==> src/hdl/cfbt_regs.svh <==
`ifndef CFBT_REGS_SVH
`define CFBT_REGS_SVH

// ---------------------------------------------------------------
// Byte offsets on the register bus
// ---------------------------------------------------------------
`define CFBT_OFS_FLAGS 5'h00
`define CFBT_OFS_CFG2  5'h04
`define CFBT_OFS_IEN   5'h08
`define CFBT_OFS_ICLR  5'h0c
`define CFBT_OFS_STAT  5'h10

// ---------------------------------------------------------------
// Interrupt flag register bit positions
// ---------------------------------------------------------------
`define CFBT_B_ANY_ERROR_WARNING 8
`define CFBT_B_BAD   7
`define CFBT_B_WAKE  6
`define CFBT_B_ERR   5
`define CFBT_B_FIFO  3
`define CFBT_B_OVF   2

// ---------------------------------------------------------------
// Second bit-timing register fields
// ---------------------------------------------------------------
`define CFBT_B_WFIL  14
`define CFBT_B_PH2   8
`define CFBT_B_P2SEL 7
`define CFBT_B_SAM   6
`define CFBT_B_PH1   3
`define CFBT_B_PRS   0

// ---------------------------------------------------------------
// Reset values and timing
// ---------------------------------------------------------------
`define CFBT_CFG2_RST  12'h000
`define CFBT_IEN_RST   5'h00
`define CFBT_IPT_TQ    2
`define CFBT_FILT_CYC  8

`endif

==> src/hdl/cfbt_pkg.sv <==
package cfbt_pkg;

  typedef enum logic [1:0] {SEG_SYNC, SEG_PROP, SEG_PH1, SEG_PH2} cfbt_seg_t;

  typedef struct packed {
    logic       wake_line_filter_sel;
    logic [2:0] phase_two_length;
    logic       phase_two_select;
    logic       triple_sample_sel;
    logic [2:0] phase_one_length;
    logic [2:0] propagation_length;
  } cfbt_cfg2_t;

  typedef struct packed {
    logic bad_message_flag;
    logic bus_wakeup_flag;
    logic error_event_flag;
    logic queue_almost_full_flag;
    logic rx_overflow_flag;
  } cfbt_flags_t;

  typedef struct packed {
    logic       tx_warn;
    logic       rx_warn;
    logic       bad_msg;
    logic [5:0] err_src;
    logic       fifo_af;
    logic       rx_ovf;
  } cfbt_evt_t;

  typedef struct packed {
    logic [2:0]  sync;
    logic        line;
    logic [1:0]  hist;
    logic        bus_bit;
    logic        sample_pt;
    logic        bit_start;
    cfbt_seg_t   seg;
    logic [2:0]  tq_cnt;
    logic [7:0]  filt_cnt;
    logic        wake_lvl;
    cfbt_cfg2_t  cfg;
    cfbt_flags_t flags;
    cfbt_flags_t ien;
    logic        ack;
    logic [15:0] rdata;
  } cfbt_state_t;

endpackage : cfbt_pkg

==> src/hdl/cfbt_top.sv <==
`timescale 1ns/10ps
`default_nettype none
`include "cfbt_regs.svh"

module cfbt_top
  import cfbt_pkg::*;
#(
  parameter int FILT_CYC = `CFBT_FILT_CYC,
  parameter int IPT_TQ   = `CFBT_IPT_TQ
) (
  input  wire logic        core_clk,        // 100 MHz clock
  input  wire logic        rst_n,           // Async reset, active low
  input  wire logic        ce,              // Clock enable, freezes all state
  input  wire logic [4:0]  avs_address,     // Byte address
  input  wire logic        avs_read,        // Read request
  input  wire logic        avs_write,       // Write request
  input  wire logic [31:0] avs_writedata,   // Write data
  input  wire logic [3:0]  avs_byteenable,  // Byte lanes
  output logic      [31:0] avs_readdata,    // Read data
  output logic             avs_waitrequest, // Stall
  input  wire cfbt_evt_t   evt,             // Engine events and states
  input  wire logic        sleep_mode,      // Controller asleep
  input  wire logic        tq_tick,         // One pulse per time quantum
  input  wire logic        can_rx,          // Bus line pin
  output logic             irq,             // Level interrupt
  output logic             sample_pt,       // Sample point pulse
  output logic             bit_start,       // Bit start pulse
  output logic             bus_bit          // Sampled bus value
);

  localparam logic [7:0] FILT_MAX = 8'(FILT_CYC - 1);
  localparam logic [2:0] IPT_CODE = 3'(IPT_TQ - 1);

  // ---------------------------------------------------------------
  // Parameter checks
  // ---------------------------------------------------------------
  // The filter counter is eight bits and the phase codes three bits wide.
  if (FILT_CYC < 1 || FILT_CYC > 256) begin : g_filt_chk
    $error("FILT_CYC out of range");
  end
  if (IPT_TQ < 1 || IPT_TQ > 8) begin : g_ipt_chk
    $error("IPT_TQ out of range");
  end

  cfbt_state_t s_r;
  cfbt_state_t s_nxt;

  logic        req;
  logic        acc;
  logic        wr_acc;
  logic        dom;
  logic        wake_evt;
  logic        maj;
  logic [2:0]  seg_code;
  logic [2:0]  ph2_code;
  logic [15:0] flags_view;
  logic [15:0] cfg_view;
  logic [15:0] ien_view;
  logic [4:0]  set_v;
  logic [4:0]  clr_v;

  // ---------------------------------------------------------------
  // Bus handshake
  // ---------------------------------------------------------------
  // Every access takes two enabled cycles; the answer is one stall while ce stays high.
  assign req             = avs_read | avs_write;
  assign acc             = req & s_r.ack & ce;
  assign wr_acc          = acc & avs_write;
  assign avs_waitrequest = req & ~(s_r.ack & ce);
  assign avs_readdata    = {16'h0000, s_r.rdata};

  // ---------------------------------------------------------------
  // Derived timing and views
  // ---------------------------------------------------------------
  always_comb begin
    if (s_r.cfg.phase_two_select) begin
      ph2_code = s_r.cfg.phase_two_length;
    end else if (s_r.cfg.phase_one_length > IPT_CODE) begin
      ph2_code = s_r.cfg.phase_one_length;
    end else begin
      ph2_code = IPT_CODE;
    end
    case (s_r.seg)
      SEG_SYNC: seg_code = 3'h0;
      SEG_PROP: seg_code = s_r.cfg.propagation_length;
      SEG_PH1:  seg_code = s_r.cfg.phase_one_length;
      default:  seg_code = ph2_code;
    endcase
  end

  always_comb begin
    flags_view = 16'h0000;
    flags_view[`CFBT_B_ANY_ERROR_WARNING] = evt.tx_warn | evt.rx_warn;
    flags_view[`CFBT_B_BAD]   = s_r.flags.bad_message_flag;
    flags_view[`CFBT_B_WAKE]  = s_r.flags.bus_wakeup_flag;
    flags_view[`CFBT_B_ERR]   = s_r.flags.error_event_flag;
    flags_view[`CFBT_B_FIFO]  = s_r.flags.queue_almost_full_flag;
    flags_view[`CFBT_B_OVF]   = s_r.flags.rx_overflow_flag;
    ien_view = 16'h0000;
    ien_view[`CFBT_B_BAD]   = s_r.ien.bad_message_flag;
    ien_view[`CFBT_B_WAKE]  = s_r.ien.bus_wakeup_flag;
    ien_view[`CFBT_B_ERR]   = s_r.ien.error_event_flag;
    ien_view[`CFBT_B_FIFO]  = s_r.ien.queue_almost_full_flag;
    ien_view[`CFBT_B_OVF]   = s_r.ien.rx_overflow_flag;
    // Reserved bits are tied to zero here, not stored
    cfg_view = 16'h0000;
    cfg_view[`CFBT_B_WFIL]      = s_r.cfg.wake_line_filter_sel;
    cfg_view[`CFBT_B_PH2 +: 3]  = s_r.cfg.phase_two_length;
    cfg_view[`CFBT_B_P2SEL]     = s_r.cfg.phase_two_select;
    cfg_view[`CFBT_B_SAM]       = s_r.cfg.triple_sample_sel;
    cfg_view[`CFBT_B_PH1 +: 3]  = s_r.cfg.phase_one_length;
    cfg_view[`CFBT_B_PRS +: 3]  = s_r.cfg.propagation_length;
  end

  // ---------------------------------------------------------------
  // Wake-up detection
  // ---------------------------------------------------------------
  // Filtered wake needs FILT_CYC cycles of dominant level, so short
  // glitches on a sleeping bus do not wake the node.
  assign dom      = ~s_r.line & sleep_mode;
  assign wake_evt = dom & ~s_r.wake_lvl &
                    (~s_r.cfg.wake_line_filter_sel | (s_r.filt_cnt == FILT_MAX));
  // Majority of the two earlier quantum samples and the current line
  assign maj      = (s_r.hist[1] & s_r.hist[0]) | (s_r.hist[1] & s_r.line) |
                    (s_r.hist[0] & s_r.line);

  // ---------------------------------------------------------------
  // Next state
  // ---------------------------------------------------------------
  always_comb begin
    s_nxt = s_r;
    set_v = 5'h00;
    clr_v = 5'h00;
    s_nxt.sample_pt = 1'b0;
    s_nxt.bit_start = 1'b0;
    // The ack flop drops after each answer, so every access, back to back
    // or not, sees exactly one enabled stall cycle
    s_nxt.ack = req & ~s_r.ack;

    // Bus line synchroniser: change counted once stages two and three agree
    s_nxt.sync = {s_r.sync[1:0], can_rx};
    if (s_r.sync[2] == s_r.sync[1]) begin
      s_nxt.line = s_r.sync[2];
    end

    // Wake-up filter counter
    if (!dom) begin
      s_nxt.filt_cnt = 8'h00;
    end else if (s_r.filt_cnt != FILT_MAX) begin
      s_nxt.filt_cnt = s_r.filt_cnt + 8'h01;
    end
    s_nxt.wake_lvl = dom & (s_r.wake_lvl | wake_evt);

    // Bit-timing sequencer
    // A segment of code c lasts c plus one quanta; the sync quantum has code zero
    if (tq_tick) begin
      s_nxt.hist = {s_r.hist[0], s_r.line};
      if (s_r.tq_cnt >= seg_code) begin
        s_nxt.tq_cnt = 3'h0;
        case (s_r.seg)
          SEG_SYNC: s_nxt.seg = SEG_PROP;
          SEG_PROP: s_nxt.seg = SEG_PH1;
          SEG_PH1: begin
            s_nxt.seg       = SEG_PH2;
            s_nxt.sample_pt = 1'b1;
            s_nxt.bus_bit   = s_r.cfg.triple_sample_sel ? maj : s_r.line;
          end
          default: begin
            s_nxt.seg       = SEG_SYNC;
            s_nxt.bit_start = 1'b1;
          end
        endcase
      end else begin
        s_nxt.tq_cnt = s_r.tq_cnt + 3'h1;
      end
    end

    // Flag events; set beats a clear in the same cycle
    set_v = {evt.bad_msg,
             wake_evt,
             |evt.err_src,
             evt.fifo_af,
             evt.rx_ovf};

    // Register writes, address decode
    if (wr_acc) begin
      if (avs_address == `CFBT_OFS_FLAGS) begin
        if (avs_byteenable[0]) begin
          clr_v = ~{avs_writedata[`CFBT_B_BAD], avs_writedata[`CFBT_B_WAKE],
                    avs_writedata[`CFBT_B_ERR], avs_writedata[`CFBT_B_FIFO],
                    avs_writedata[`CFBT_B_OVF]};
        end
      end else if (avs_address == `CFBT_OFS_CFG2) begin
        if (avs_byteenable[1]) begin
          s_nxt.cfg.wake_line_filter_sel = avs_writedata[`CFBT_B_WFIL];
          s_nxt.cfg.phase_two_length     = avs_writedata[`CFBT_B_PH2 +: 3];
        end
        if (avs_byteenable[0]) begin
          s_nxt.cfg.phase_two_select   = avs_writedata[`CFBT_B_P2SEL];
          s_nxt.cfg.triple_sample_sel  = avs_writedata[`CFBT_B_SAM];
          s_nxt.cfg.phase_one_length   = avs_writedata[`CFBT_B_PH1 +: 3];
          s_nxt.cfg.propagation_length = avs_writedata[`CFBT_B_PRS +: 3];
        end
      end else if (avs_address == `CFBT_OFS_IEN) begin
        if (avs_byteenable[0]) begin
          s_nxt.ien = {avs_writedata[`CFBT_B_BAD], avs_writedata[`CFBT_B_WAKE],
                       avs_writedata[`CFBT_B_ERR], avs_writedata[`CFBT_B_FIFO],
                       avs_writedata[`CFBT_B_OVF]};
        end
      end else if (avs_address == `CFBT_OFS_ICLR) begin
        if (avs_byteenable[0]) begin
          clr_v = {avs_writedata[`CFBT_B_BAD], avs_writedata[`CFBT_B_WAKE],
                   avs_writedata[`CFBT_B_ERR], avs_writedata[`CFBT_B_FIFO],
                   avs_writedata[`CFBT_B_OVF]};
        end
      end
    end
    // Writing one has no effect, but a read-modify-write of the flag
    // register clears an event that arrived in between, as it read as zero
    s_nxt.flags = (s_r.flags & ~clr_v) | set_v;

    // Read data is captured at the edge that raises ack, so it already
    // stands while waitrequest is low; the register view is one cycle old
    if (avs_read && !s_r.ack) begin
      if (avs_address == `CFBT_OFS_FLAGS) begin
        s_nxt.rdata = flags_view;
      end else if (avs_address == `CFBT_OFS_CFG2) begin
        s_nxt.rdata = cfg_view;
      end else if (avs_address == `CFBT_OFS_IEN) begin
        s_nxt.rdata = ien_view;
      end else if (avs_address == `CFBT_OFS_STAT) begin
        s_nxt.rdata = {14'h0000, s_r.bus_bit, s_r.line};
      end else begin
        s_nxt.rdata = 16'h0000;
      end
    end
  end

  // ---------------------------------------------------------------
  // State register
  // ---------------------------------------------------------------
  // Timing fields reset to zero (CFBT_CFG2_RST), the shortest codes,
  // so the sequencer runs from reset before software programs them.
  always_ff @(posedge core_clk or negedge rst_n) begin
    if (!rst_n) begin
      s_r           <= '0;
      s_r.sync      <= 3'h7;
      s_r.line      <= 1'b1;
      s_r.hist      <= 2'h3;
      s_r.bus_bit   <= 1'b1;
      s_r.cfg       <= cfbt_cfg2_t'(`CFBT_CFG2_RST);
      s_r.ien       <= cfbt_flags_t'(`CFBT_IEN_RST);
      s_r.flags     <= '0;
    end else if (ce) begin
      s_r <= s_nxt;
    end
  end

  // Level interrupt straight from flops, so it cannot glitch
  assign irq       = |(s_r.flags & s_r.ien);
  assign sample_pt = s_r.sample_pt;
  assign bit_start = s_r.bit_start;
  assign bus_bit   = s_r.bus_bit;

  // A request that sits through ce low is answered once ce returns; the
  // bus checks below rely on the stall being exactly one enabled cycle.

  logic tq_en;
  assign tq_en = ce & tq_tick;
endmodule : cfbt_top
`default_nettype wire

==> config.mk <==
export PLATFORM = sky130hd
export DESIGN_NAME = cfbt_top
export DESIGN_NICKNAME = d
export VERILOG_FILES = /design/src/hdl/cfbt_pkg.sv /design/src/hdl/cfbt_top.sv
export VERILOG_INCLUDE_DIRS = /design/src /design/src/hdl
export SDC_FILE = /design/constraint.sdc
export NUM_CORES = 1
export LEC_CHECK = 0
export ABC_CLOCK_PERIOD_IN_PS = 3340
export BUFFER_PORTS_ARGS = -buffer_cell sky130_fd_sc_hd__buf_2
export CORE_MARGIN = 1.5
export CORE_UTILIZATION = 52
export DETAILED_ROUTE_END_ITERATION = 8
export GPL_ROUTABILITY_DRIVEN = 0
export PLACE_DENSITY = 0.93
export SLEW_MARGIN = 25
export SYNTH_ARGS = -nofsm -noshare
export SYNTH_HDL_FRONTEND = slang
export SYNTH_SLANG_ARGS = --single-unit
==> constraint.sdc <==
create_clock -name core_clk -period 3.34 [get_ports core_clk]
set_clock_uncertainty 0.05 [all_clocks]
set_input_delay 0.334 -clock core_clk [delete_from_list [all_inputs] [get_ports core_clk]]
set_output_delay 0.334 -clock core_clk [all_outputs]
set_load 0.02 [all_outputs]
==> results.toml <==
[placed_design]
port_buffers = 54
post_dp_cell_area_sq_um = 3357
dp_cells = 414
dp_slack_ns = 0.6036
place_hpwl_um = 5078

[timing]
fin_crit_ns = 2.763
fin_tns_setup_ns = 0
setup_viol = 0
hold_viol = 0
worst_slack_ns = 0.5773
maxSlewHeadroom_pct = 42.56
period_share_pct = 82.72
clock.fmax_mhz = 362.0
slew_viol_final = 0
rsz0062_at_grt = "false"
max_slew.worst_pin.slew_ns = 0.8616

[worst_setup_path]
cp_max_fo = 7
cp.required_ns = 3.57
critPathKind = "flop to flop"
crit_arrival_ns = 2.99
startpoint_type = "flop"
endpoint_kind = "flop"

[synth]
synth-edff-count = 0
synth_cell_type_count = 51
synth-main-ff-cell = "dfrtp_1"
ys_seq_area_share_pct = 45.68
async_flop_share_pct = 100.0
ys_warn_count = 0
syn_avg_cell_area_sq_um = 10.45
syn_inst = 306
synth.cell_area_sq_um = 3197
synth-seq-cells = 58

[grt]
grtUsageMet1_pct = 28.00
grt_max_degree = 41
grt_util_met3_pct = 4.157
top_usage_layer = "met2"
met2_usage_pct = 36.61
grt_pass1_wl_um = 11140
globalRouteTotalUtil_pct = 22.49
grt-ovfl-total = 0
grt_pass1_vias = 2287
grt_antenna_before_repair = 0

[power]
power_mw = 1.912
p_clk_share_pct = 32.2
sw_frac_of_total_pct = 31.26
power_frac_seq_pct = 46.9
p_leak_nw = 1.767
p_per_area_nw_per_um2 = 539.7
power.switching_uw = 597.5
p_comb_share_pct = 21.0
peakVddDrop_mv = 0.2618
p_int_mw = 1.314

[route]
ant_nets = 0
drt_iter0_markers = 242
drt_wl_total_um = 6911
post-route-drc-count = 0
num_vias = 2453
post_drt_wl_per_cell_um = 16.07
first_pass_iters = 5
vias_per_cell = 5.705

[die]
die-area_sq_um = 6627
die_width_um = 81.41
io_pins = 97
initial_core_util_pct = 53.99
die_h_um = 81.41
coreArea_sq_um = 5921
fp-row-count = 28

[cts]
ctsHoldBuffers = 0
cts_root_buf = "clkbuf_8"
post_cts_resize_count = 0
cts.sinks = 58
htreeDepth = 3
numCtsBuffers = 9
cts_tree = "done"
post-cts-setup-buffer-count = 0
cts_buffer_depth = 2
clk-insertion-delay-late_ns = 0.35
clkTransAtPathRegs_ns = 0.07

[layout]
n_fill_cell = 472
nNetsFinal = 420
stdcell_count = 430
area_growth_pct = 10.80
drive_above_1_share_pct = 27.61
final_area_sq_um = 3542
n_antenna_cell = 0

[min_path]
hold_class = "input port to asynchronous set/reset pin"

[run]
maxCapViolCount = 0

[status]
status = "complete, no violations"
[final timing paths]
check | from | endpoint | slack, ns | cells past startpoint
max in group asynchronous | rst_n | s_r[57] | 2.35 | 2
hold / removal | rst_n | cfg_view[8] | 0.04 | 1
min in group core_clk | avs_writedata[8] | cfg_view[8] | 0.15 | 2
setup / recovery | s_r[51] | bus_bit | 0.58 | 8
setup reg to reg | s_r[51] | bus_bit | 0.58 | 8
hold reg to reg | avs_readdata[4] | avs_readdata[4] | 0.43 | 2
[sequential cells by signal, summed over array words and instances, names as in the netlist]
name,count
avs_readdata,12
bit_start,1
bus_bit,1
cfg_view,12
flags_view,5
ien_view,5
s_nxt,2
s_r,19
sample_pt,1
[routing by layer]
layer / part of all wire (%) / wire length [um]
met2: 50 / 3446
met5: 0 / 0
met3: 5.8 / 398
met1: 41 / 2860
met4: 3.0 / 205
[power by group through the flow]
| stage | clock network [mW] | logic [mW] | registers (mW) |
|---|---|---|---|
| finish | 0.615 | 0.401 | 0.896 |
| CTS | 0.625 | 0.401 | 0.891 |
| global route | 0.656 | 0.450 | 0.906 |
| floorplan | 0 | 0.293 | 0.890 |
| global placement | 0 | 0.375 | 0.893 |
| detailed placement | 0 | 0.395 | 0.901 |
[cell usage in the layout (no fill, tap or decap), drive strengths merged, types with 3 or more instances in the layout]
cell type  instances
a21o               3
a21oi              6
a222oi             3
a22o              10
and3               4
buf               56
clkbuf            10
clkinv             4
conb              20
dfrtp             51
dfstp              7
ha                10
inv                7
mux2              24
mux2i              6
nand2             38
nand2b             5
nand3             10
nand4              4
nor2              12
nor2b              4
nor3               4
o21ai             24
xor2               3
[logic make-up (layout without fill, tap and decap cells)]
family          count (synthesis)  count (layout)  synth area share [%]
buf+inv                        49              79                 9.902
fa+ha+maj                      10              10                 3.914
flops                          58              58                 45.68
simple gates                   96              96                 15.89
other cells                     1              20                0.1173
compound gates                 59              59                 12.41
mux                            30              30                 11.27
xor+xnor                        3               3                0.8221
[Yosys cell counts, drive strengths merged, types with 3 or more instances]
master,number,share of area [%]
mux2,24,9.4
a21o,3,0.70
nor2,12,1.4
a222oi,3,0.94
a22o,10,2.7
dfrtp,51,40
nand4,4,0.78
nor2b,4,0.78
mux2i,6,1.9
xor2,3,0.82
and3,4,0.78
buf,36,8.4
nor3,4,0.98
clkbuf,6,0.70
dfstp,7,5.8
inv,7,0.82
nand2,38,4.5
nand3,10,1.6
nand2b,5,0.98
a21oi,6,0.94
ha,10,3.9
o21ai,24,3.8
[critical path, stage by stage (launching register included)]
cell,delay [ns]
dfrtp_1,0.43
ha_1,0.29
and2_1,0.19
a222oi_1,0.34
ha_1,0.31
a21o_1,0.16
a31oi_1,0.44
nor3_1,0.18
mux2_2,0.31
[final cells by class]
cell class / instances / area (sq um) / share of cell area, %
clock buffer: 10 / 127.6 / 3.603
clock inverter: 6 / 57.56 / 1.625
inverter: 7 / 26.28 / 0.7418
multi-input combinational: 218 / 1491 / 42.11
sequential: 58 / 1460 / 41.22
tap: 75 / 93.84 / 2.649
timing repair buffer: 56 / 285.3 / 8.054
[per-stage QoR]
| step | utilization, % | hold slack (ns) |
|---|---|---|
| 3_5_place_dp | 56.70 | 0.4224 |
| 4_1_cts | 59.83 | 0.06897 |
| 6_report | 59.83 | 0.04223 |
| 2_1_floorplan | - | -0.01159 |
| 5_1_grt | 59.83 | 0.1059 |
| 3_3_place_gp | 56.70 | 0.4071 |
(Power assumes the default switching activity.)
